<file path="config.mk">
export PLATFORM = sky130hd
export DESIGN_NAME = phy_basic_mgmt_registers
export DESIGN_NICKNAME = d
export VERILOG_FILES = /design/src/rtl/phy_mgmt_pkg.sv /design/src/rtl/phy_basic_mgmt_registers.sv
export SDC_FILE = /design/constraint.sdc
export NUM_CORES = 1
export LEC_CHECK = 0
export ABC_AREA = 1
export BUFFER_PORTS_ARGS = -buffer_cell sky130_fd_sc_hd__buf_4
export CORE_MARGIN = 4
export CORE_UTILIZATION = 55
export CTS_CLUSTER_DIAMETER = 50
export DETAILED_ROUTE_END_ITERATION = 12
export GPL_ROUTABILITY_DRIVEN = 0
export PLACE_DENSITY = 0.73
export SLEW_MARGIN = 10
export SYNTH_ARGS = -nofsm -noshare
export SYNTH_HDL_FRONTEND = slang
export SYNTH_SLANG_ARGS = --single-unit
</file>
<file path="constraint.sdc">
create_clock -name mclk -period 2 [get_ports mclk]
set_input_delay 0.1 -clock mclk [delete_from_list [all_inputs] [get_ports mclk]]
set_output_delay 0.1 -clock mclk [all_outputs]
set_load 0.01 [all_outputs]
</file>
<file path="src/rtl/phy_mgmt_pkg.sv">
// package: register map, field layout, frame timing and reset values for phy management regs
package phy_mgmt_pkg;
  // register indices on the serial management interface
  localparam logic [4:0] IDX_CONTROL    = 5'h00;
  localparam logic [4:0] IDX_STATUS     = 5'h01;
  localparam logic [4:0] IDX_ID_HIGH    = 5'h02;
  localparam logic [4:0] IDX_ID_LOW     = 5'h03;
  // control bit positions
  localparam int CTL_SOFT_RESET  = 15;
  localparam int CTL_LOOPBACK    = 14;
  localparam int CTL_SPEED       = 13;
  localparam int CTL_ANEG_EN     = 12;
  localparam int CTL_POWER_DOWN  = 11;
  localparam int CTL_ISOLATE     = 10;
  localparam int CTL_ANEG_RESTART = 9;
  localparam int CTL_DUPLEX      = 8;
  // control value after reset, before straps are applied
  localparam logic [15:0] CTL_RESET_VAL = 16'h0000;
  // status bit positions
  localparam int STS_ANEG_DONE    = 5;
  localparam int STS_REMOTE_FAULT = 4;
  localparam int STS_LINK         = 2;
  localparam int STS_JABBER       = 1;
  // constant status bits: no t4, four abilities, aneg able, extended regs
  localparam logic [15:0] STS_FIXED_VAL  = 16'h7809;
  localparam logic [15:0] STS_FIXED_MASK = 16'hF809;
  // identifier layout
  localparam int ID_OUI_LSB   = 10;
  localparam int ID_MODEL_LSB = 4;
  // management frame counts
  localparam logic [5:0] PREAMBLE_BITS = 6'h20;
  localparam logic [4:0] HDR_BITS      = 5'h0D;
  localparam logic [4:0] DATA_BITS     = 5'h10;
  localparam logic [1:0] OP_READ       = 2'h2;
  localparam logic [1:0] OP_WRITE      = 2'h1;
  // strap capture point after reset release (two sync stages)
  localparam logic [1:0] STRAP_LOAD_CNT = 2'h2;
  // software reset duration
  localparam int CLK_PERIOD_NS   = 25;
  localparam int SOFT_RST_TIME_NS = 500;
  localparam int SOFT_RST_CYCLES =
    (SOFT_RST_TIME_NS + CLK_PERIOD_NS - 1) / CLK_PERIOD_NS;
  // frame receiver states
  typedef enum logic [3:0] {
    ST_IDLE = 4'h1,
    ST_HDR  = 4'h2,
    ST_TA   = 4'h4,
    ST_DATA = 4'h8
  } frame_state_e;
  // effective operating configuration handed to the transceiver core
  typedef struct packed {
    logic loopback;
    logic speed_100;
    logic aneg_en;
    logic power_down;
    logic isolate;
    logic full_duplex;
  } phy_cfg_s;
endpackage

</file>
<file path="src/rtl/phy_basic_mgmt_registers.sv">
// module: basic control, status and identifier registers behind a serial management slave
//
// Contract
// - control bit 15 starts soft reset, self-clears
// - soft reset keeps register values, ignores straps
// - control bit 14 selects loopback mode
// - bit 13 picks speed unless autoneg
// - bit 12 enables autoneg, overriding speed/duplex
// - bit 10 isolates from the rmii
// - bit 9 restarts autoneg, self-clears
// - bit 8 picks duplex unless autoneg
// - straps seed speed/aneg/duplex; others reset zero
// - status ability bits read fixed values
// - status bit 5 shows autoneg complete
// - status bit 4 remote fault latch-high
// - status bit 2 link latch-low
// - status bit 1 jabber latch-high
// - identifier high holds oui bits 3-18
// - identifier low: oui, model, revision
// - revision reset value from silicon revision
// - latch-high holds until read, then follows
// - latch-low holds zero until read
// - registers at indices 0,1,2,3
`timescale 1ns/1ps
module phy_basic_mgmt_registers #(
  parameter logic [15:0] OUI_HIGH_VAL = 16'h1234, // arbitrary value
  parameter logic [5:0]  OUI_LOW_VAL  = 6'h15,    // arbitrary value
  parameter logic [5:0]  MODEL_VAL    = 6'h2A     // arbitrary value
) (
  input  wire logic                     mclk,
  input  wire logic                     reset_n,
  input  wire logic                     mdc,
  input  wire logic                     mdio_in,
  output logic                          mdio_out,
  output logic                          mdio_oe,
  input  wire logic [4:0]               phy_addr,
  input  wire logic                     strap_speed_100,
  input  wire logic                     strap_aneg_en,
  input  wire logic                     strap_full_duplex,
  input  wire logic [3:0]               silicon_rev,
  input  wire logic                     aneg_done,
  input  wire logic                     aneg_speed_100,
  input  wire logic                     aneg_full_duplex,
  input  wire logic                     remote_fault,
  input  wire logic                     link_up,
  input  wire logic                     jabber,
  output phy_mgmt_pkg::phy_cfg_s        cfg,
  output logic                          aneg_restart,
  output logic                          soft_reset
);
  import phy_mgmt_pkg::*;

  // pin synchronisers: stage one feeds stage two only
  logic [2:0]  mdc_sync_reg;     // mdc stages, bit 2 kept for edge detect
  logic [1:0]  mdio_sync_reg;    // mdio stages
  logic [4:0]  addr_s1_reg;      // phy address stage one
  logic [4:0]  addr_s2_reg;      // phy address stage two
  logic [6:0]  strap_s1_reg;     // straps and revision, stage one
  logic [6:0]  strap_s2_reg;     // straps and revision, stage two
  logic [1:0]  strap_cnt_reg;    // cycles since reset release
  // registers
  logic [15:0] ctrl_reg;         // control, bits 7:0 unused
  logic [15:0] ctrl_next;        // control next value
  logic [15:0] id_high_reg;      // identifier high
  logic [15:0] id_low_reg;       // identifier low
  logic        rf_held_reg;      // latched remote fault
  logic        jab_held_reg;     // latched jabber
  logic        link_held_reg;    // latched link status
  logic [4:0]  sr_cnt_reg;       // soft reset duration counter
  // frame receiver
  frame_state_e state_reg;       // receiver state
  logic [5:0]  pre_cnt_reg;      // consecutive preamble ones
  logic [4:0]  bit_cnt_reg;      // bits within current field
  logic [15:0] shift_reg;        // header and write data shifter
  logic [15:0] rdata_reg;        // read snapshot being shifted out
  logic        is_read_reg;      // current frame is a read
  logic [4:0]  regad_reg;        // register index of the frame

  // decode wires
  wire         mdc_rise    = mdc_sync_reg[1] & ~mdc_sync_reg[2];
  wire         mdio_s      = mdio_sync_reg[1];
  wire         strap_load  = (strap_cnt_reg == STRAP_LOAD_CNT);
  wire [15:0]  hdr_word    = {shift_reg[14:0], mdio_s};
  wire         hdr_last    = (state_reg == ST_HDR) && mdc_rise
                             && (bit_cnt_reg == HDR_BITS - 5'h01);
  wire         hdr_ok      = hdr_word[12] && (hdr_word[9:5] == addr_s2_reg)
                             && (hdr_word[11:10] == OP_READ || hdr_word[11:10] == OP_WRITE);
  wire         rd_take     = hdr_last && hdr_ok && (hdr_word[11:10] == OP_READ);
  wire         rd_status   = rd_take && (hdr_word[4:0] == IDX_STATUS);
  wire         wr_commit   = (state_reg == ST_DATA) && mdc_rise && !is_read_reg
                             && (bit_cnt_reg == DATA_BITS - 5'h01);
  wire [15:0]  wdata       = hdr_word;
  wire         wr_ctrl     = wr_commit && (regad_reg == IDX_CONTROL);
  wire         wr_id_high  = wr_commit && (regad_reg == IDX_ID_HIGH);
  wire         wr_id_low   = wr_commit && (regad_reg == IDX_ID_LOW);
  wire         sr_done     = ctrl_reg[CTL_SOFT_RESET]
                             && (sr_cnt_reg == 5'(SOFT_RST_CYCLES - 1));
  // status word assembled from fixed and live bits
  wire [15:0]  status_word = STS_FIXED_VAL
                             | (16'(aneg_done)     << STS_ANEG_DONE)
                             | (16'(rf_held_reg)   << STS_REMOTE_FAULT)
                             | (16'(link_held_reg) << STS_LINK)
                             | (16'(jab_held_reg)  << STS_JABBER);
  // register read mux; unmapped indices read zero
  function automatic logic [15:0] reg_read(input logic [4:0] idx);
    unique case (idx)
      IDX_CONTROL: reg_read = {ctrl_reg[15:8], 8'h00};
      IDX_STATUS:  reg_read = status_word;
      IDX_ID_HIGH: reg_read = id_high_reg;
      IDX_ID_LOW:  reg_read = id_low_reg;
      default:     reg_read = 16'h0000;
    endcase
  endfunction
  // synchronise all pins and straps coming from outside
  always_ff @(posedge mclk) begin
    if (!reset_n) begin
      mdc_sync_reg  <= 3'h0;
      mdio_sync_reg <= 2'h0;
      addr_s1_reg   <= 5'h00;
      addr_s2_reg   <= 5'h00;
      strap_s1_reg  <= 7'h00;
      strap_s2_reg  <= 7'h00;
    end else begin
      mdc_sync_reg  <= {mdc_sync_reg[1:0], mdc};
      mdio_sync_reg <= {mdio_sync_reg[0], mdio_in};
      addr_s1_reg   <= phy_addr;
      addr_s2_reg   <= addr_s1_reg;
      strap_s1_reg  <= {strap_speed_100, strap_aneg_en, strap_full_duplex, silicon_rev};
      strap_s2_reg  <= strap_s1_reg;
    end
  end
  // strap capture happens once, a fixed count after release; soft reset never reloads
  always_ff @(posedge mclk) begin
    if (!reset_n) begin
      strap_cnt_reg <= 2'h0;
    end else if (strap_cnt_reg != 2'h3) begin
      strap_cnt_reg <= strap_cnt_reg + 2'h1;
    end
  end
  // control next value: writes, self-clears, strap seeding
  always_comb begin
    ctrl_next = ctrl_reg;
    if (sr_done) begin
      ctrl_next[CTL_SOFT_RESET] = 1'b0;
    end
    if (ctrl_reg[CTL_ANEG_RESTART]) begin
      ctrl_next[CTL_ANEG_RESTART] = 1'b0;
    end
    if (wr_ctrl) begin
      // a zero written to a self-clearing bit has no effect
      ctrl_next[14:10] = wdata[14:10];
      ctrl_next[CTL_DUPLEX] = wdata[CTL_DUPLEX];
      ctrl_next[CTL_ANEG_RESTART] = ctrl_next[CTL_ANEG_RESTART] | wdata[CTL_ANEG_RESTART];
      ctrl_next[CTL_SOFT_RESET] = ctrl_next[CTL_SOFT_RESET] | wdata[CTL_SOFT_RESET];
    end
    if (strap_load) begin
      ctrl_next[CTL_SPEED]   = strap_s2_reg[6];
      ctrl_next[CTL_ANEG_EN] = strap_s2_reg[5];
      ctrl_next[CTL_DUPLEX]  = strap_s2_reg[4];
    end
    ctrl_next[7:0] = 8'h00;
  end
  // control and identifier registers; soft reset leaves them as they are
  always_ff @(posedge mclk) begin
    if (!reset_n) begin
      ctrl_reg    <= CTL_RESET_VAL;
      id_high_reg <= OUI_HIGH_VAL;
      id_low_reg  <= {OUI_LOW_VAL, MODEL_VAL, 4'h0};
    end else begin
      ctrl_reg <= ctrl_next;
      if (wr_id_high) begin
        id_high_reg <= wdata;
      end
      if (strap_load) begin
        id_low_reg[3:0] <= strap_s2_reg[3:0];
      end else if (wr_id_low) begin
        id_low_reg <= wdata;
      end
    end
  end

  // soft reset timer
  always_ff @(posedge mclk) begin
    if (!reset_n || !ctrl_reg[CTL_SOFT_RESET]) begin
      sr_cnt_reg <= 5'h00;
    end else if (!sr_done) begin
      sr_cnt_reg <= sr_cnt_reg + 5'h01;
    end
  end

  // latched status; the event wins over a read release in the same cycle
  always_ff @(posedge mclk) begin
    if (!reset_n) begin
      rf_held_reg   <= 1'b0;
      jab_held_reg  <= 1'b0;
      link_held_reg <= 1'b0;
    end else begin
      rf_held_reg   <= remote_fault | (rf_held_reg & ~rd_status);
      jab_held_reg  <= jabber | (jab_held_reg & ~rd_status);
      link_held_reg <= link_up & (link_held_reg | rd_status);
    end
  end

  // effective configuration and strobes, all from flops
  always_ff @(posedge mclk) begin
    if (!reset_n) begin
      cfg          <= '0;
      aneg_restart <= 1'b0;
      soft_reset   <= 1'b0;
    end else begin
      cfg.loopback    <= ctrl_reg[CTL_LOOPBACK];
      cfg.aneg_en     <= ctrl_reg[CTL_ANEG_EN];
      cfg.power_down  <= ctrl_reg[CTL_POWER_DOWN];
      cfg.isolate     <= ctrl_reg[CTL_ISOLATE];
      // negotiation result overrides the manual choices
      cfg.speed_100   <= ctrl_reg[CTL_ANEG_EN] ? aneg_speed_100
                                               : ctrl_reg[CTL_SPEED];
      cfg.full_duplex <= ctrl_reg[CTL_ANEG_EN] ? aneg_full_duplex
                                               : ctrl_reg[CTL_DUPLEX];
      aneg_restart    <= ctrl_reg[CTL_ANEG_RESTART];
      soft_reset      <= ctrl_reg[CTL_SOFT_RESET];
    end
  end

  // management frame receiver; everything moves on a synced mdc rise
  always_ff @(posedge mclk) begin
    if (!reset_n) begin
      state_reg   <= ST_IDLE;
      pre_cnt_reg <= 6'h00;
      bit_cnt_reg <= 5'h00;
      shift_reg   <= 16'h0000;
      rdata_reg   <= 16'h0000;
      is_read_reg <= 1'b0;
      regad_reg   <= 5'h00;
      mdio_out    <= 1'b0;
      mdio_oe     <= 1'b0;
    end else if (mdc_rise) begin
      unique case (state_reg)
        ST_IDLE: begin
          // start bit zero only counts after a full preamble
          if (mdio_s) begin
            if (pre_cnt_reg != PREAMBLE_BITS) begin
              pre_cnt_reg <= pre_cnt_reg + 6'h01;
            end
          end else begin
            if (pre_cnt_reg == PREAMBLE_BITS) begin
              state_reg <= ST_HDR;
            end
            pre_cnt_reg <= 6'h00;
          end
          bit_cnt_reg <= 5'h00;
          shift_reg   <= 16'h0000;
        end
        ST_HDR: begin
          shift_reg   <= hdr_word;
          bit_cnt_reg <= bit_cnt_reg + 5'h01;
          if (hdr_last) begin
            bit_cnt_reg <= 5'h00;
            regad_reg   <= hdr_word[4:0];
            is_read_reg <= rd_take;
            rdata_reg   <= reg_read(hdr_word[4:0]);
            // foreign address or bad opcode: stay silent, wait for preamble
            state_reg   <= hdr_ok ? ST_TA : ST_IDLE;
          end
        end
        ST_TA: begin
          bit_cnt_reg <= bit_cnt_reg + 5'h01;
          if (bit_cnt_reg == 5'h00) begin
            // second turnaround bit is driven low on a read
            mdio_out <= 1'b0;
            mdio_oe  <= is_read_reg;
          end else begin
            state_reg   <= ST_DATA;
            bit_cnt_reg <= 5'h00;
            mdio_out    <= rdata_reg[15] & is_read_reg;
            rdata_reg   <= {rdata_reg[14:0], 1'b0};
          end
        end
        ST_DATA: begin
          bit_cnt_reg <= bit_cnt_reg + 5'h01;
          shift_reg   <= hdr_word;
          mdio_out    <= rdata_reg[15] & is_read_reg;
          rdata_reg   <= {rdata_reg[14:0], 1'b0};
          if (bit_cnt_reg == DATA_BITS - 5'h01) begin
            state_reg <= ST_IDLE;
            mdio_out  <= 1'b0;
            mdio_oe   <= 1'b0;
          end
        end
        default: begin
          state_reg <= ST_IDLE;
          mdio_oe   <= 1'b0;
        end
      endcase
    end
  end
endmodule

</file>
* Word-level counts from Yosys, hierarchy flattened
Cells that the tools add are included.
** Word-level totals
- Input bits :: 22
- Word-level logic and storage cells :: 152
- Bits in registers :: 141
- Output and inout bits :: 10
** Operators by class
- Equal/unequal tests :: 26
- Mux-type cells :: 31
- Reductions and logical operators :: 40
- Bitwise operators :: 16
- Add/subtract/negate cells :: 4
** Operators with widths (count)
- case mux 16 bit (4 select lines) :: 1
- case mux 16 bit (3 select lines) :: 1
- two-way mux 16 bit :: 2
- case mux 15 bit (2 select lines) :: 1
- two-way mux 4 bit :: 7
- equality test 5 x 2 -> 1 bit (second input constant) :: 4
- case mux 5 bit (4 select lines) :: 1
- case mux 4 bit (4 select lines) :: 1
- zero test 5 bit :: 3
- bitwise OR 15 x 2 -> 15 bit :: 1
- bitwise OR 15 x 3 -> 15 bit :: 1
- bitwise OR 15 x 5 -> 15 bit :: 1
- logical AND 1 bit :: 14
- two-way mux 6 bit :: 2
- inequality test 2 bit (second input constant) :: 6
- adder 5 x 1 -> 5 bit (second input constant) :: 2
- equality test 5 x 4 -> 1 bit (second input constant) :: 2
- two-way mux 5 bit :: 2
- AND reduction 2 bit :: 5
- two-way mux 1 bit :: 8
- two-way mux 8 bit :: 1
- AND reduction 4 bit :: 2
- nonzero test 2 bit :: 4
- adder 6 x 1 -> 6 bit (second input constant) :: 1
- 27 further kinds :: 44

* Longest topological paths before layout
- Word-level depth :: 10
- Mapped depth :: 13
- Mapped depth without buffers :: 12

* Worst setup path before layout
OpenSTA, ideal clock, no wires.
- Kind :: register -> register
- Start point :: register bit_cnt_reg[0]
- End point :: register id_high_reg[12]
- Arrival :: 1.498 ns
- Data required time :: 1.862 ns
- Cell stages (with the launch flop) :: 12
- Buffers on the path :: 2
- Setup slack :: 0.364 ns
- Clock period less this slack :: 1.636 ns
- Cell sequence :: dfxtp_1 > ha_1 > inv_1 > nor2_1 > ha_1 > nand3b_1 > nor2_4 > nand2_1 > buf_2 > buf_6 > nand2_1 > o211ai_1
** Between the ends
- Longest elaborated chain between the ends :: 3
** Ends and longest elaborated chain
- from (decl) :: RTL line phy_basic_mgmt_registers.sv:73 : logic [4:0] bit_cnt_reg;
- from (signal assigned) :: RTL line phy_basic_mgmt_registers.sv:256 : bit_cnt_reg <= bit_cnt_reg + 5'h01;
- from (signal assigned) :: RTL line phy_basic_mgmt_registers.sv:267 : bit_cnt_reg <= bit_cnt_reg + 5'h01;
- from (signal assigned) :: RTL line phy_basic_mgmt_registers.sv:280 : bit_cnt_reg <= bit_cnt_reg + 5'h01;
- equality test 5 x 4 -> 1 bit :: RTL line phy_basic_mgmt_registers.sv:91 : && (bit_cnt_reg == DATA_BITS - 5'h01);
- logical AND 1 bit :: RTL line phy_basic_mgmt_registers.sv:91
- logical AND 1 bit :: RTL line phy_basic_mgmt_registers.sv:94 : wire wr_id_high = wr_commit && (regad_reg == IDX_ID_HIGH);
- to (signal assigned) :: RTL line phy_basic_mgmt_registers.sv:172 : id_high_reg <= wdata;
- to (decl) :: RTL line phy_basic_mgmt_registers.sv:64 : logic [15:0] id_high_reg;
Every way passes these cells.
A chain may end at the register's enable or synchronous reset.

* Worst setup path after layout
- Start point :: register bit_cnt_reg[0]
- End point :: register id_low_reg[9]
** Between the ends
- Longest elaborated chain between the ends :: 4
** Ends and longest elaborated chain
- equality test 5 x 4 -> 1 bit :: RTL line phy_basic_mgmt_registers.sv:91
- logical AND 1 bit :: RTL line phy_basic_mgmt_registers.sv:91
- logical AND 1 bit :: RTL line phy_basic_mgmt_registers.sv:95 : wire wr_id_low = wr_commit && (regad_reg == IDX_ID_LOW);
- AND reduction 2 bit (no source line)
- to (signal assigned) :: RTL line phy_basic_mgmt_registers.sv:168 : id_low_reg <= {OUI_LOW_VAL, MODEL_VAL, 4'h0};
- to (signal assigned) :: RTL line phy_basic_mgmt_registers.sv:177 : id_low_reg <= wdata;
- to (decl) :: RTL line phy_basic_mgmt_registers.sv:65 : logic [15:0] id_low_reg;
Every way passes these cells.

==> summary.txt <==
Final layout
  – Fillers: 894
  – Final Cell Area: 7310 um^2
  – Area Growth Syn to Fin: 19.7%
  – Ant diodes: 0
  – Core Util, Final: 67.5%
  – Fraction of layout cells with a size suffix above 1: 13.5%
  – Final #Nets: 925

Timing
  – Slew of the pin with the lowest slew margin: 558 ps
  – Final setup TNS: 0 ps
  – Clock skew: 7.17 ps
  – Max Fclk: 525 MHz
  – Slew Limit Headroom: 62.8%
  – Fin. max-slew vios: 0
  – Final worst slack: 95.3 ps
  – Tcrit/Tclk final: 95.2%
  – # setup viols final: 0
  – Final min period: 1900 ps
  – Hold Vio Cnt, Final: 0

Clock network
  – CTS sink cnt: 141
  – H-Tree Depth: 4
  – Num CTS Buffers: 17
  – Clock Tree Root: clkbuf_8
  – CTS tree: yes
  – CTS clk-pin slew, worst paths: 60 ps
  – Clock buffer depth: 2
  – Worst-Skew Late Latency: 530 ps

Logic synthesis
  – Flops & latches, synth: 141
  – Synth top cells by count: nand2_1 (168), dfxtp_1 (141), inv_1 (104), nor2_1 (100)
  – Synth area leader: dfxtp_1
  – Register area share after synthesis: 46.2%
  – Post-synthesis cell count: 836
  – Netlist cell types: 37
  – Syn avg cell area: 7.31 um^2
  – Synthesized area: 6110 um^2
  – Most frequent cell after synthesis: nand2_1
  – Most used DFF post-synth: dfxtp_1
  – Yosys warns: 0
  – Post-synth top area share: 46.2%
  – Post-synth EDFFs: 0
  – Synth area leaders: dfxtp_1 (46%), nand2_1 (10%), inv_1 (6.4%), nor2_1 (6.1%), a21oi_1 (5.8%)
  – Post-synth ARST share: 0%
  – Synthesized Nets: 867

Status
  – Status: finished clean

GRT
  – Initial antenna violation count: 0
  – Global Route Usage Sum: 23.2%
  – Total grt overflow: 0
  – Vias in the first global route: 5,182
  – Met1 GRT Util: 31.2%
  – Largest net degree at the start of global routing: 42
  – GR Layer Usage met3: 5.89%
  – Met2 usage: 36.2%
  – Grt peak-use layer: met2
  – First-pass GRT wire length: 24,200 um

Floorplanning
  – # rows: 38
  – Initial Util: 56.3%
  – Die width: 113 um
  – Total I/O pin count: 32
  – Die H: 113 um
  – Die area: 12,900 um^2
  – Floorplan core area: 10,800 um^2

Drt
  – WL final: 14,500 um
  – WL/cell: 13.9 um
  – DRC: 0
  – ANT nets after route: 0
  – Vias: 5,612
  – Starting DRT DRC Count: 469
  – Via-to-Cell Ratio: 5.38
  – DRT Pass-1 Iters: 6

Place
  – PortBufs: 31
  – Setup WS pre-CTS: 86.2 ps
  – DP Area: 6480 um^2
  – Hpwl dp: 9870 um

Power
  – Leak: 3.27 nW
  – Final Power: 6.21 mW
  – PwrDens: 849 nW/um^2
  – Peak VDD IR: 0.674 mV

Worst setup path
  – CP Launch Type: register
  – Crit path capture type: register
  – Worst path arrival time: 2300 ps
  – CP required: 2400 ps
  – CP max FO: 9
  – Critical path class: reg2reg

Flow run
  – Maxcap violations: 0

Hold path
  – Worst hold path class: in2reg
metrics by stage:
step,hold WS [ps],std cells
after CTS,271,1039
after global placement,280,989
after detailed placement,284,989
after floorplan,198,836
final,291,1044
after global routing,302,1044
worst max-delay path, cell delays in order (launching register included):
cell      delay (ps)
dfxtp_4          370
ha_4             150
inv_1             40
nor2_1           110
ha_2             190
nand3b_1         120
nor2_4           280
nand3_4          150
buf_4            210
nand2_1           60
o211ai_1          80
per-layer routing:
metal | up-vias | share of wire (%) | routed length, um
met2 | 218 | 46 | 6610
li1 | 2831 | - | -
met5 | - | 0 | 0
met3 | 30 | 7.1 | 1040
met1 | 2533 | 45 | 6520
met4 | 0 | 2.4 | 345
report_power, final:
group,leakage [nW],switching (mW),total (mW),internal [mW]
clock,0.244,1.16,2.82,1.66
combinational,1.88,0.280,0.452,0.173
sequential,1.15,0.0529,2.94,2.89
cell usage in the layout (no fill, tap or decap), types with 2 or more instances in the layout:
cell,Yosys,routed
ha_1,9,7
nand2_2,1,4
nor3_1,2,2
dlygate4sd3_1,0,21
clkbuf_16,0,16
clkinv_2,0,2
nand3_2,3,3
nand3b_1,2,2
inv_6,1,2
clkinvlp_4,0,7
nand4_1,35,35
nand2_1,168,163
clkbuf_8,0,2
a21oi_1,71,71
nor2_1,100,99
inv_2,7,7
inv_1,104,102
nand3_1,41,41
a211oi_1,2,2
nand2_4,1,3
nor2_4,3,3
nor2_2,3,4
or2_2,3,3
dfxtp_1,141,139
o21ai_1,7,10
o21ai_2,2,2
buf_4,1,50
o21ai_0,71,68
nand2_8,2,2
o211ai_1,13,13
xor2_1,3,3
kinds of logic after synthesis:
group                      after synthesis  synth area share [%]
and+or+nand+nor                        364                  26.4
AOI/OAI and AO/OA                      170                  15.1
xor gates and xnor gates                 4                 0.574
buffers and inverters                  148                  9.83
adders and majority gates                9                  1.84
DFF                                    141                  46.2
path summary, 6_finish.rpt:
path	start	endpoint	slack (ps)	depth (start not counted)
hold reg to reg	strap_s1_reg[2]	strap_s2_reg[2]	410	2
setup / recovery	bit_cnt_reg[0]	id_low_reg[9]	100	10
hold / removal	phy_addr[0]	addr_s1_reg[0]	290	4
setup reg to reg	bit_cnt_reg[0]	id_low_reg[9]	100	10
area by class of cell:
cell class	instances	area, um^2	area share [%]
flip-flops and latches	141	2830	38.7
multi-input cells	548	2740	37.5
inverters	113	439	6.01
well taps	140	175	2.40
clock inverters	10	95.1	1.30
repair inverters	1	5.00	0.0684
clock buffers	19	432	5.90
repair buffers	72	597	8.16
timing repair:
item                                    in CTS  in global routing
hold buffers                                21                  0
endpoints found under the hold margin       39                  0
setup buffers                                0                  3
endpoints found under the setup margin       0                 35
resized for setup                            0                 20
Power figures use the tool's default switching activity.
